==> config.mk <==
export PLATFORM = sky130hd
export DESIGN_NAME = rogd_rail_override
export DESIGN_NICKNAME = d
export VERILOG_FILES = /design/src/rogd_rail_override.v
export VERILOG_INCLUDE_DIRS = /design/src
export SDC_FILE = /design/constraint.sdc
export NUM_CORES = 1
export LEC_CHECK = 0
export ABC_AREA = 1
export BUFFER_PORTS_ARGS = -buffer_cell sky130_fd_sc_hd__buf_4
export CORE_MARGIN = 1
export CORE_UTILIZATION = 30
export DETAILED_ROUTE_END_ITERATION = 10
export GPL_ROUTABILITY_DRIVEN = 0
export PLACE_DENSITY = 0.43
export REMOVE_ABC_BUFFERS = 1
export SETUP_SLACK_MARGIN = 0.05
export SLEW_MARGIN = 20
export SYNTH_ARGS = -nofsm -noshare
export SYNTH_HDL_FRONTEND = slang
export SYNTH_SLANG_ARGS = --single-unit
==> constraint.sdc <==
create_clock -name CORE_CLK_I -period 3.12 [get_ports CORE_CLK_I]
set_input_delay 0.468 -clock CORE_CLK_I [delete_from_list [all_inputs] [get_ports CORE_CLK_I]]
set_output_delay 0.468 -clock CORE_CLK_I [all_outputs]
set_load 0.05 [all_outputs]
==> src/rogd_defines.vh <==
// Purpose: register offsets, field positions and timing constants of the rail override block
// Assumes: byte-wide registers on an internal register port of the serial interface
// Notes: include once per design file
`ifndef ROGD_DEFINES_VH
`define ROGD_DEFINES_VH

// register offsets
`define ROGD_OFS_STEPDOWN_CTRL 8'h9C
`define ROGD_OFS_GOOD_DELAY 8'h9D
`define ROGD_OFS_SWITCH_DIS 8'h9F

// stepdown control fields
`define ROGD_SD_MODE_LSB 3
`define ROGD_SD_DIS_LSB 0
`define ROGD_SD_USED_MASK 8'h3F

// delay register fields
`define ROGD_D1_LSB 0
`define ROGD_D4_LSB 2
`define ROGD_D2_LSB 5

// switch disable fields
`define ROGD_SW_TERM_BIT 4
`define ROGD_SW_A1_BIT 5
`define ROGD_SW_B1_BIT 6
`define ROGD_SW_SHARED_BIT 7
`define ROGD_SW_USED_MASK 8'hF0

// delay values in milliseconds
`define ROGD_MS_0 7'h00
`define ROGD_MS_5 7'h05
`define ROGD_MS_10 7'h0A
`define ROGD_MS_15 7'h0F
`define ROGD_MS_20 7'h14
`define ROGD_MS_50 7'h32
`define ROGD_MS_75 7'h4B
`define ROGD_MS_100 7'h64

// reset values (factory values unknown, chosen neutral)
`define ROGD_RST_STEPDOWN 8'h07
`define ROGD_RST_DELAY 8'h00
`define ROGD_RST_SWITCH 8'hF0

// clock rate and one millisecond in cycles
`define ROGD_CLK_HZ 200000000
`define ROGD_MS_CYCLES (`ROGD_CLK_HZ / 1000)

`endif

==> src/rogd_rail_override.v <==
// Purpose: rail overrides and power-good delay registers of a multirail power manager
// Assumes: register port from the serial interface on the core clock; rail inputs are async
// Notes: delays are counted at nominal values in units of one millisecond
//
// How it works
// - mode bit 1 forces PWM, else auto
// - stepdown disable bit 0 turns rail off
// - delay starts once all grouped rails regulate
// - output one delay: 0,5,10,15 ms
// - output four delay: 0,5,10,15,20,50,75,100 ms
// - output two delay: 0,5,10,20,50,75,100 ms
// - delays nominal, within ten percent band
// - bus-controlled outputs one, four ignore delay
// - output two ignores delay only if also unused
// - unused delay bits default to zero
// - bit seven disables shared switch or regulator
// - bit six disables first B switch
// - bit five disables first A switch
// - bit four disables termination regulator
`timescale 1ns/10ps
`default_nettype none
`include "rogd_defines.vh"

module rogd_rail_override #(
  parameter MS_CYCLES = `ROGD_MS_CYCLES
) (
  // clock and reset
  input wire CORE_CLK_I,
  input wire RESETN_I,
  // register port
  input wire REG_WR_I,
  input wire REG_RD_I,
  input wire [7:0] REG_ADDR_I,
  input wire [7:0] REG_WDATA_I,
  output reg [7:0] REG_RDATA_O,
  output reg REG_ACK_O,
  // pin enable requests: stepdown 1..3, term, a1, b1, shared
  input wire [6:0] RAIL_PIN_EN_I,
  // rail enables and stepdown forced-PWM modes
  output reg [6:0] RAIL_EN_O,
  output reg [2:0] STEPDOWN_PWM_O,
  // power-good grouping: all grouped rails regulating, per output 1,2,4
  input wire [2:0] GROUP_IN_REG_I,
  // factory configuration of the general outputs
  input wire [2:0] OUT_BUS_CTRL_I,
  input wire OUT_TWO_TERM_USE_I,
  input wire SHARED_IS_SWITCH_I,
  // delayed power-good for outputs 1,2,4
  output reg [2:0] POWER_GOOD_O
);

  reg [7:0] stepdown_reg;
  reg [7:0] delay_reg;
  reg [7:0] switch_reg;
  reg [6:0] pin_s1_reg, pin_s2_reg;
  reg [2:0] grp_s1_reg, grp_s2_reg;
  reg [17:0] pre_reg [0:2];
  reg [2:0] bus_s1_reg, bus_s2_reg;
  reg term_s1_reg, term_s2_reg;
  wire [17:0] ms_last;
  reg [6:0] cnt_reg [0:2];
  reg [2:0] good_reg;
  wire [6:0] dis_bits;
  wire [6:0] ms_target [0:2];
  wire [2:0] delay_active;
  integer k;
  integer j;

  // delay code to milliseconds for the three-bit fields
  function [6:0] code_ms;
    input [2:0] code;
    input out_two;
    begin
      case (code)
        3'h0: code_ms = `ROGD_MS_0;
        3'h1: code_ms = `ROGD_MS_5;
        3'h2: code_ms = `ROGD_MS_10;
        3'h3: code_ms = out_two ? `ROGD_MS_20 : `ROGD_MS_15;
        3'h4: code_ms = `ROGD_MS_20;
        3'h5: code_ms = `ROGD_MS_50;
        3'h6: code_ms = `ROGD_MS_75;
        default: code_ms = `ROGD_MS_100;
      endcase
    end
  endfunction

  // register writes; reserved stepdown bits cleared, other reserved bits stored as written
  always @(posedge CORE_CLK_I or negedge RESETN_I) begin
    if (!RESETN_I) begin
      stepdown_reg <= `ROGD_RST_STEPDOWN;
      delay_reg <= `ROGD_RST_DELAY;
      switch_reg <= `ROGD_RST_SWITCH;
    end else if (REG_WR_I) begin
      case (REG_ADDR_I)
        `ROGD_OFS_STEPDOWN_CTRL: stepdown_reg <= REG_WDATA_I & `ROGD_SD_USED_MASK;
        `ROGD_OFS_GOOD_DELAY: delay_reg <= REG_WDATA_I;
        `ROGD_OFS_SWITCH_DIS: switch_reg <= REG_WDATA_I;
        default: stepdown_reg <= stepdown_reg;
      endcase
    end
  end

  // read data and acknowledge, registered
  always @(posedge CORE_CLK_I or negedge RESETN_I) begin
    if (!RESETN_I) begin
      REG_RDATA_O <= 8'h00;
      REG_ACK_O <= 1'b0;
    end else begin
      REG_ACK_O <= REG_WR_I | REG_RD_I;
      case (REG_ADDR_I)
        `ROGD_OFS_STEPDOWN_CTRL: REG_RDATA_O <= stepdown_reg;
        `ROGD_OFS_GOOD_DELAY: REG_RDATA_O <= delay_reg;
        `ROGD_OFS_SWITCH_DIS: REG_RDATA_O <= switch_reg;
        default: REG_RDATA_O <= 8'h00;
      endcase
    end
  end

  // synchronise pin requests, regulation status and output configuration
  // bus-control and term-use straps come from outside the clock domain, so they are sampled like pins
  always @(posedge CORE_CLK_I or negedge RESETN_I) begin
    if (!RESETN_I) begin
      pin_s1_reg <= 7'h00;
      pin_s2_reg <= 7'h00;
      grp_s1_reg <= 3'h0;
      grp_s2_reg <= 3'h0;
      bus_s1_reg <= 3'h0;
      bus_s2_reg <= 3'h0;
      term_s1_reg <= 1'b0;
      term_s2_reg <= 1'b0;
    end else begin
      pin_s1_reg <= RAIL_PIN_EN_I;
      pin_s2_reg <= pin_s1_reg;
      grp_s1_reg <= GROUP_IN_REG_I;
      grp_s2_reg <= grp_s1_reg;
      bus_s1_reg <= OUT_BUS_CTRL_I;
      bus_s2_reg <= bus_s1_reg;
      term_s1_reg <= OUT_TWO_TERM_USE_I;
      term_s2_reg <= term_s1_reg;
    end
  end

  // disable bits per rail: stepdown 1..3, term, a1, b1, shared
  assign dis_bits = {switch_reg[`ROGD_SW_SHARED_BIT],
                     switch_reg[`ROGD_SW_B1_BIT],
                     switch_reg[`ROGD_SW_A1_BIT],
                     switch_reg[`ROGD_SW_TERM_BIT],
                     stepdown_reg[`ROGD_SD_DIS_LSB +: 3]};

  // effective rail enables and modes
  always @(posedge CORE_CLK_I or negedge RESETN_I) begin
    if (!RESETN_I) begin
      RAIL_EN_O <= 7'h00;
      STEPDOWN_PWM_O <= 3'h0;
    end else begin
      RAIL_EN_O <= pin_s2_reg & dis_bits;
      STEPDOWN_PWM_O <= stepdown_reg[`ROGD_SD_MODE_LSB +: 3];
    end
  end

  // last prescaler count of a millisecond
  assign ms_last = MS_CYCLES[17:0] - 18'h00001;

  // per-output millisecond prescalers, restarted with their delay counter so
  // the first millisecond counted is a whole one; one free-running tick shared
  // by all outputs could shorten a delay by up to a millisecond, which breaks
  // the ten percent band on the short codes
  always @(posedge CORE_CLK_I or negedge RESETN_I) begin
    if (!RESETN_I) begin
      for (j = 0; j < 3; j = j + 1) begin
        pre_reg[j] <= 18'h00000;
      end
    end else begin
      for (j = 0; j < 3; j = j + 1) begin
        if (!grp_s2_reg[j] || !delay_active[j] || pre_reg[j] == ms_last) begin
          pre_reg[j] <= 18'h00000;
        end else begin
          pre_reg[j] <= pre_reg[j] + 18'h00001;
        end
      end
    end
  end

  // programmed delays: index 0 out one, 1 out two, 2 out four
  assign ms_target[0] = code_ms({1'b0, delay_reg[`ROGD_D1_LSB +: 2]}, 1'b0);
  assign ms_target[1] = code_ms(delay_reg[`ROGD_D2_LSB +: 3], 1'b1);
  assign ms_target[2] = code_ms(delay_reg[`ROGD_D4_LSB +: 3], 1'b0);
  // power-good function active unless bus controlled; output two also stays active while term used
  assign delay_active = {~bus_s2_reg[2],
                         ~bus_s2_reg[1] | term_s2_reg,
                         ~bus_s2_reg[0]};

  // delay counters start once the group regulates, restart on loss
  always @(posedge CORE_CLK_I or negedge RESETN_I) begin
    if (!RESETN_I) begin
      for (k = 0; k < 3; k = k + 1) begin
        cnt_reg[k] <= 7'h00;
      end
      good_reg <= 3'h0;
    end else begin
      for (k = 0; k < 3; k = k + 1) begin
        if (!grp_s2_reg[k] || !delay_active[k]) begin
          cnt_reg[k] <= 7'h00;
          good_reg[k] <= 1'b0;
        end else if (cnt_reg[k] >= ms_target[k]) begin
          good_reg[k] <= 1'b1;
        end else if (pre_reg[k] == ms_last) begin
          cnt_reg[k] <= cnt_reg[k] + 7'h01;
        end
      end
    end
  end

  // registered power-good outputs
  always @(posedge CORE_CLK_I or negedge RESETN_I) begin
    if (!RESETN_I) begin
      POWER_GOOD_O <= 3'h0;
    end else begin
      POWER_GOOD_O <= good_reg;
    end
  end

endmodule // rogd_rail_override
`default_nettype wire

==> results.yml, run 1 <==
layout:
  layoutNonFillerInstCount: 1280
  nFillCells: 2466
  drive_gt1_frac: 0.1457
  final_cell_mix: "237 x nand2_1, 147 x nor2_1, 143 x dfrtp_1"
  diodes: 0
  layout_commonest_cell: "nand2_1"
  final_util: 0.3688
  final_area_sq_mm: 0.008708
  area_growth_pct: 19.55
  final_nets: 1007
  largest_reg_flops: 54
setup_path:
  r2r_start: "delay_reg[4]"
  cp_top_family: "simple AND/OR/NAND/NOR gates"
  worstPathCellList: "or2_2 -> a22oi_1 -> ha_1 -> a21oi_1 -> nand2_1 -> nand2_1 -> nand2_1 -> nand2_1 -> nand2_1 -> nand2_1 -> nand2_1"
  crit_fanout: 8
  crit_path_frequent_cell: "nand2_1"
  critPathArrivalTime_ns: 2.62
  cp_slowest_stage_delay_ns: 0.46
  worstSetupStartpoint: "delay_reg[4]"
  cpMaxStageDelayCell: "dfrtp_1"
  ff2ff_setup_slack_ns: 0.81
  criticalPathCategory: "reg -> reg"
  path_buf_inv: 0
  cp-start-kind: "flip-flop"
  worstPathRequired_ns: 3.43
  endpoint_kind: "flip-flop"
die:
  core.rowCount: 56
  dieArea_sq_mm: 0.02491
  dieWidth_um: 157.8
  top_level_ports: 57
  start_util: 0.3085
  fp.coreArea_sq_mm: 0.02361
  die_y_um: 157.8
sta:
  finalSetupViolations: 0
  period_needed_ns: 2.307
  hold_ws_ns: 0.1435
  hold_violations: 0
  drv_slew: 0
  rsz0062_at_grt: "no"
  tns_ns: 0
  fin_worst_skew_ns: 0.009738
  fin_ws_ns: 0.8131
  relSlewSlack: 0.6659
  worstMarginPinSlew_ns: 0.5012
  max_freq_mhz: 433.5
  min_period_over_period: 0.7394
global_routing:
  grt_pass1_wl_um: 27200
  grt_max_degree: 56
  gr-total-overflow: 0
  track_usage: 0.1399
  antenna_found_initial: 0
  grt_pass1_vias: 5602
yosys:
  synthTopCellsByArea: "dfrtp_1 49%, nand2_1 12%, nor2_1 7.6%"
  synth.avg_cell_area_sq_um: 8.297
  ys_ff_latch: 150
  ys_warn_count: 0
  synth_ff_type: "dfrtp_1"
  synthCells: 878
  async_reset_ff_frac: 1.000
  yosys.area.top_type_share: 0.4912
  synth-edff-count: 0
  yosysSeqAreaShare: 0.5165
  mappedNetlistArea_sq_mm: 0.007284
  yosys.area.top_type: "dfrtp_1"
  ys_types: 35
detailed_routing:
  drt_wl_total_um: 15510
  ant_nets: 0
  drcViolationCount: 0
  avgRoutedWirePerCell_um: 12.12
  vias: 5555
  drt_iter0_drc: 257
  first_pass_iters: 4
  viasPerCell: 4.340
pwr:
  finalPower_mw: 4.578
  power.density_mw_per_mm2: 525.6
  vdd_drop_max_uv: 262.5
  leakage_nw: 4.082
cts:
  cts_max_level: 4
  clockRootBuffer: "clkbuf_16"
  cts-buffers-inserted: 17
  clk_pin_slew_worst_paths_ns: 0.07
  tritoncts: "built"
  cts_buffer_depth: 2
  cts.sinks: 150
  clock_latency_ns: 0.42
  post_cts_buffers: 0
worst_hold_path:
  hp-start: "RAIL_PIN_EN_I[1]"
  hold_path_class: "in -> reg"
job:
  drv_cap: 0
place:
  pre_cts_ws_ns: 0.7898
  io_buffers: 55
  placed_area_sq_mm: 0.008080
  dp_hpwl_um: 11040
  place_inst: 1247
outcome:
  status: "finished, final reports clean"
cell usage after synthesis, types with 2 or more instances:
cell	instances
nor3_1	18
clkbuf_1	3
nor3_4	2
or2_2	4
dfrtp_1	143
buf_6	3
nand2_2	8
o21ai_2	14
buf_4	4
nor2_1	147
nor3_2	2
buf_2	2
o21bai_1	2
o21ai_0	7
nand4_1	8
nor2_2	2
a21oi_1	19
dfstp_2	7
nand3_2	2
nand2_1	237
nand2_4	2
ha_1	24
xor2_1	23
o21ai_1	8
inv_1	99
nand3_1	71
xnor2_1	6
nor3b_1	4
metal layers:
layer	share of wire	track usage	vias to the layer above
li1	-	-	2911
met1	0.50	0.1842	2569
met2	0.46	0.2236	64
met3	0.026	0.03285	11
met4	0.013	0.04993	0
met5	0	0	-
worst reg2reg max path: stages (launching register included):
cell and delay, ns:
dfrtp_1 0.46, or2_2 0.34, a22oi_1 0.18, ha_1 0.27
a21oi_1 0.13, nand2_1 0.08, nand2_1 0.06, nand2_1 0.07
nand2_1 0.22, nand2_1 0.24, nand2_1 0.11, nand2_1 0.05
worst paths after layout:
kind                                      end  depth (start not counted)
max in group asynchronous       switch_reg[7]                          3
worst max-delay path               cnt_reg[6]                         11
worst max register to register     cnt_reg[6]                         11
worst min register to register  grp_s2_reg[0]                          0
min in group asynchronous         pre_reg[15]                          2
worst min-delay path            pin_s1_reg[1]                          1
logic make-up (layout without fill, tap and decap cells):
| logic type | after synthesis | in the layout | synth area share |
|---|---|---|---|
| fa+ha+maj | 24 | 24 | 0.04122 |
| compound gates | 52 | 52 | 0.04414 |
| simple gates | 509 | 509 | 0.2985 |
| flops | 150 | 150 | 0.5165 |
| buf+inv | 114 | 197 | 0.06475 |
| xor+xnor | 29 | 29 | 0.03487 |
final cells by class:
class | count | area (sq um) | share of cell area
multi-input combinational | 614 | 3050 | 0.3503
sequential | 150 | 3762 | 0.4320
inverter | 102 | 386.6 | 0.04440
timing repair buffer | 63 | 491.7 | 0.05647
clock inverter | 14 | 188.9 | 0.02170
clock buffer | 18 | 429.2 | 0.04928
tap | 319 | 399.1 | 0.04583
power by group:
group / switching [mW] / internal [mW] / leakage, nW
Clock: 0.898 / 1.29 / 0.302
Combinational: 0.221 / 0.115 / 1.80
Sequential: 0.0471 / 2.01 / 1.98
repair_timing:
action | CTS | global route
hold endpoints to repair | 14 | 0
resized for setup | 0 | 0
hold buffers | 1 | 0
(Power assumes the default switching activity.)
==> run 2: changes to the inputs <==
PLACE_DENSITY = 0.44   (was 0.43)
clock period = 1.9 ns   (was 3.12 ns; I/O delays follow)
==> results.yml, run 2 (synthesized netlist as in run 1, its figures left out) <==
setup_path:
  crit_fanout: 5
  worstPathRequired_ns: 2.20
  critPathArrivalTime_ns: 2.18
  cp-start-kind: "flip-flop"
  rr_worst_depth: 11
  endpoint_kind: "flip-flop"
  criticalPathCategory: "reg -> reg"
outcome:
  status: "finished, final reports clean"
place:
  dp_hpwl_um: 11430
  io_buffers: 55
  placed_area_sq_mm: 0.008333
sta:
  relSlewSlack: 0.6699
  period_needed_ns: 1.878
  drv_slew: 0
  worstMarginPinSlew_ns: 0.4934
  finalSetupViolations: 0
  min_period_over_period: 0.9886
  max_freq_mhz: 532.4
  hold_ws_ns: 0.04904
  hold_violations: 0
  rsz0062_at_grt: "yes"
  fin_worst_skew_ns: 0.01408
detailed_routing:
  ant_nets: 0
  avgRoutedWirePerCell_um: 12.20
  drcViolationCount: 0
  first_pass_iters: 4
  vias: 5691
  drt_iter0_drc: 255
  drt_wl_total_um: 16260
  viasPerCell: 4.269
cts:
  tritoncts: "built"
  cts_buffer_depth: 2
  cts.sinks: 150
  clk_pin_slew_worst_paths_ns: 0.07
  cts_max_level: 4
  cts-buffers-inserted: 17
  clockRootBuffer: "clkbuf_16"
  clock_latency_ns: 0.43
pwr:
  p_seq_frac: 0.448
  power_switching_mw: 1.996
  finalPower_mw: 7.521
  leakage_nw: 4.377
  power.density_mw_per_mm2: 804.0
  vdd_drop_max_uv: 498.3
  p_int_mw: 5.525
  p_sw_frac: 0.2654
  combPwrFrac: 0.098
  pwr-share-clk: 0.453
die:
  start_util: 0.3085
  die_y_um: 157.8
  dieArea_sq_mm: 0.02491
  fp.coreArea_sq_mm: 0.02361
  dieWidth_um: 157.8
  top_level_ports: 57
  core.rowCount: 56
global_routing:
  grt_pass1_vias: 5431
  gr-total-overflow: 0
  grt_pass1_wl_um: 27980
  grt_max_degree: 47
  busiest_layer: "met2"
  antenna_found_initial: 0
  grt_util_met2: 0.2144
  grt_util_met1: 0.2098
  groute.layer.met3.usage: 0.02792
  track_usage: 0.1449
worst_hold_path:
  hold_path_class: "in -> reg"
  hold_depth: 2
layout:
  layout_commonest_cell: "nand2_1"
  final_cell_mix: "222 x nand2_1, 143 x nor2_1, 140 x dfrtp_1"
  nFillCells: 2450
  drive_gt1_frac: 0.2170
  largest_reg_flops: 54
  final_area_sq_mm: 0.009355
  diodes: 0
  area_growth_pct: 28.43
  final_nets: 1060
job:
  drv_cap: 0
## run 2: changes by cell type in the layout (fill, tap and decap cells not counted), sizes merged
cell,change
clkinvlp,+3
dlygate4sd3,+14
bufinv,-2
clkinv,-2
clkbuf,+1
buf,+39
## run 2: worst max-delay path, cell delays in order, from the launching register on
cell	delay (ns)
dfrtp_2	0.48
nand2_4	0.09
buf_4	0.14
buf_4	0.12
ha_1	0.27
nand2_2	0.07
inv_1	0.05
a21oi_2	0.13
nand2_2	0.09
buf_4	0.14
o21ai_0	0.13
inv_1	0.05
## run 2: final timing paths
check	startpoint	slack, ns	end
setup / recovery	delay_reg[5]	0.02	good_reg[1]
hold / removal	REG_RD_I	0.05	REG_ACK_O
setup reg to reg	delay_reg[5]	0.02	good_reg[1]
hold reg to reg	pin_s1_reg[0]	0.35	pin_s2_reg[0]
max in group asynchronous	RESETN_I	0.88	switch_reg[7]
min in group asynchronous	RESETN_I	0.37	pre_reg[5]
## run 2: stage by stage
step           std cells  utilization  setup slack (ns)  TNS, ns
2_1_floorplan        866            -          -0.07470  -0.5229
3_3_place_gp        1279       0.3529          -0.08354  -0.6339
3_5_place_dp        1279       0.3529          -0.09273  -0.9437
4_1_cts             1331       0.3903           0.03580        0
5_1_grt             1333       0.3962           -0.1268   -1.496
6_report            1333       0.3962           0.02175        0
## run 2: layer usage
| metal | vias up | part of all wire |
|---|---|---|
| met3 | 12 | 0.026 |
| met5 | - | 0 |
| li1 | 3015 | - |
| met2 | 70 | 0.43 |
| met1 | 2594 | 0.53 |
| met4 | 0 | 0.014 |
## run 2: power groups by stage
stage	clock network, mW	logic (mW)	registers (mW)
6_report	3.41	0.739	3.37
5_1_grt	3.65	0.844	3.38
4_1_cts	3.52	0.724	3.37
3_5_place_dp	0	0.654	3.43
3_3_place_gp	0	0.649	3.43
2_1_floorplan	0	0.273	3.47
## run 2: cell type report
cell class,instances,area [sq um],area share
Clock inverter,13,137.6,0.01471
Clock buffer,19,452.9,0.04842
Sequential cell,150,3766,0.4026
Tap cell,319,399.1,0.04266
Inverter,102,389.1,0.04159
Timing Repair Buffer,116,963.4,0.1030
Multi-Input combinational cell,614,3247,0.3471
## run 2: what timing repair did
action / in CTS / in global routing
endpoints found under the hold margin: 54 / 0
hold buffers: 15 / 0
resized for setup: 33 / 31
buffers inserted: 5 / 2
pin swaps: 19 / 18
setup endpoints to repair: 16 / 16
==> run 3: changes to the inputs <==
ABC_AREA = 0   (was 1)
CTS_BUF_LIST = sky130_fd_sc_hd__clkbuf_8   (was default)
==> results.yml, run 3 <==
outcome:
  status: "complete, but fails checks"
  violations: "negative setup slack"
pwr:
  p_seq_frac: 0.484
  power_switching_mw: 1.663
  finalPower_mw: 6.847
  leakage_nw: 4.177
  pwr-share-clk: 0.422
  p_int_mw: 5.184
  combPwrFrac: 0.094
  power.density_mw_per_mm2: 738.3
  p_sw_frac: 0.2429
  vdd_drop_max_uv: 437.0
detailed_routing:
  drt_iter0_drc: 189
  vias: 4999
  avgRoutedWirePerCell_um: 14.24
  ant_nets: 0
  first_pass_iters: 4
  drcViolationCount: 0
  drt_wl_total_um: 15130
  viasPerCell: 4.707
setup_path:
  crit_fanout: 4
  cpMaxStageDelayCell: "or4_1"
  cp_slowest_stage_delay_ns: 0.43
  worstPathCellList: "nand2b_4 -> xor2_1 -> ha_1 -> a21o_1 -> a31oi_4 -> o21ai_1 -> or4_1 -> a21oi_1"
  critPathArrivalTime_ns: 2.56
  worstPathRequired_ns: 2.27
  criticalPathCategory: "reg -> reg"
  cp-start-kind: "flip-flop"
  endpoint_kind: "flip-flop"
  ff2ff_setup_slack_ns: -0.29
sta:
  min_period_over_period: 1.150
  relSlewSlack: 0.6748
  drv_slew: 0
  rsz0062_at_grt: "yes"
  fin_worst_skew_ns: 0.01126
  fin_ws_ns: -0.2857
  worstMarginPinSlew_ns: 0.4841
  finalSetupViolations: 16
  period_needed_ns: 2.186
  max_freq_mhz: 457.5
  hold_violations: 0
yosys:
  synth-edff-count: 0
  ys_warn_count: 0
  ys_types: 51
  synth.avg_cell_area_sq_um: 11.16
  synthCells: 596
  synthTopCellsByArea: "dfrtp_1 54%, nor2_1 4.7%, ha_1 4.5%"
  synth_ff_type: "dfrtp_1"
  async_reset_ff_frac: 1.000
  ys_ff_latch: 150
  yosys.area.top_type: "dfrtp_1"
  synth_most_common_cell: "dfrtp_1"
  yosysSeqAreaShare: 0.5655
  mappedNetlistArea_sq_mm: 0.006653
  synth_commonest_cells: "143 x dfrtp_1, 83 x nor2_1, 32 x nand2_1"
  yosys.area.top_type_share: 0.5379
die:
  top_level_ports: 57
  dieWidth_um: 150.9
  core.rowCount: 54
  fp.coreArea_sq_mm: 0.02176
  dieArea_sq_mm: 0.02278
  start_util: 0.3058
  die_y_um: 150.9
global_routing:
  track_usage: 0.1402
  grt_pass1_wl_um: 24980
  grt_pass1_vias: 5155
  gr-total-overflow: 0
  antenna_found_initial: 0
  grt_max_degree: 44
layout:
  largest_reg_flops: 54
  final_nets: 828
  final_cell_mix: "140 x dfrtp_1, 134 x buf_4, 67 x nor2_1"
  drive_gt1_frac: 0.3414
  area_growth_pct: 39.40
  diodes: 0
  layout_commonest_cell: "dfrtp_1"
place:
  dp_hpwl_um: 9918
  pre_cts_ws_ns: -0.3842
  io_buffers: 55
worst_hold_path:
  hold_path_class: "in -> reg"
job:
  drv_cap: 0
cts:
  tritoncts: "built"
  cts-buffers-inserted: 17
  cts_max_level: 4
  clockRootBuffer: "clkbuf_8"
  cts.sinks: 150
  clock_latency_ns: 0.45
  clk_pin_slew_worst_paths_ns: 0.09
  cts_buffer_depth: 2
-- run 3: changes by cell type in the layout (fill, tap and decap cells not counted), sizes merged, moves of 14 or more --
| cell | delta |
|---|---|
| and2 | +14 |
| o21ai | -18 |
| mux2 | +22 |
| nor2 | -66 |
| xnor2 | +17 |
| and3 | +19 |
| inv | -84 |
| nand3 | -47 |
| nand2 | -215 |
| buf | +49 |
-- run 3: timing repair --
item | CTS | global route
hold endpoints to repair | 44 | 0
buffers inserted | 5 | 5
pin swaps | 45 | 19
gates cloned | 1 | 0
endpoints found under the setup margin | 37 | 66
hold buffers | 16 | 0
resized for setup | 64 | 49
-- run 3: final cells by class --
cell class	instances	area, sq um
multi-input combinational	412	3206
clock buffer	18	247.7
fill	2065	12480
sequential	150	3766
timing repair buffer	166	1399
inverter	22	82.58
clock inverter	14	222.7
tap	280	350.3
-- run 3: worst max-delay path, delay by kind of cell (launching register included) --
kind / cells / cell delay, ns
compound gates: 4 / 0.71
simple gates: 2 / 0.58
flops: 1 / 0.40
fa+ha+maj: 1 / 0.29
xor+xnor: 1 / 0.14
-- run 3: worst paths after layout --
| path | start | to | depth (start not counted) |
|---|---|---|---|
| setup / recovery | delay_reg[3] | cnt_reg[2] | 8 |
| hold / removal | REG_WR_I | REG_ACK_O | 2 |
| setup reg to reg | delay_reg[3] | cnt_reg[2] | 8 |
| hold reg to reg | pin_s1_reg[3] | pin_s2_reg[3] | 0 |
| max in group asynchronous | RESETN_I | pre_reg[10] | 3 |
| min in group asynchronous | RESETN_I | cnt_reg[11] | 2 |
-- run 3: power groups by stage --
stage          clock network, mW  registers (mW)  logic [mW]
6_report                    2.89            3.32       0.644
5_1_grt                     3.14            3.33       0.705
4_1_cts                     3.00            3.32       0.607
3_5_place_dp                   0            3.38       0.507
3_3_place_gp                   0            3.37       0.497
2_1_floorplan                  0            3.42       0.148
-- run 3: per-stage QoR --
stage / util / setup TNS, ns / cell area [sq um] / hold WS, ns / std cells
after floorplan: - / -3.832 / 6600 / -0.01059 / 583
after global placement: 0.3706 / -4.433 / 8063 / 0.2305 / 1004
after detailed placement: 0.3706 / -5.784 / 8063 / 0.2181 / 1004
after CTS: 0.4149 / -2.482 / 9026 / 0.01741 / 1057
after global routing: 0.4263 / -4.646 / 9274 / 0.01901 / 1062
final: 0.4263 / -2.529 / 9274 / 0.05371 / 1062
-- run 3: logic make-up (layout without fill, tap and decap cells) --
| group | Yosys count | in the layout | synth area share |
|---|---|---|---|
| simple gates | 242 | 242 | 0.1885 |
| xor+xnor | 51 | 51 | 0.06714 |
| flops | 150 | 150 | 0.5655 |
| buf+inv | 35 | 220 | 0.02031 |
| mux | 32 | 32 | 0.05229 |
| fa+ha+maj | 24 | 24 | 0.04514 |
| compound gates | 62 | 63 | 0.06112 |
-- run 3: routing by layer --
metal | global-route usage | routed length, um | vias to the layer above
met5 | 0 | 0 | -
li1 | - | - | 2422
met3 | 0.03825 | 533 | 16
met1 | 0.1794 | 7022 | 2489
met2 | 0.2298 | 7423 | 72
met4 | 0.04300 | 147 | 0
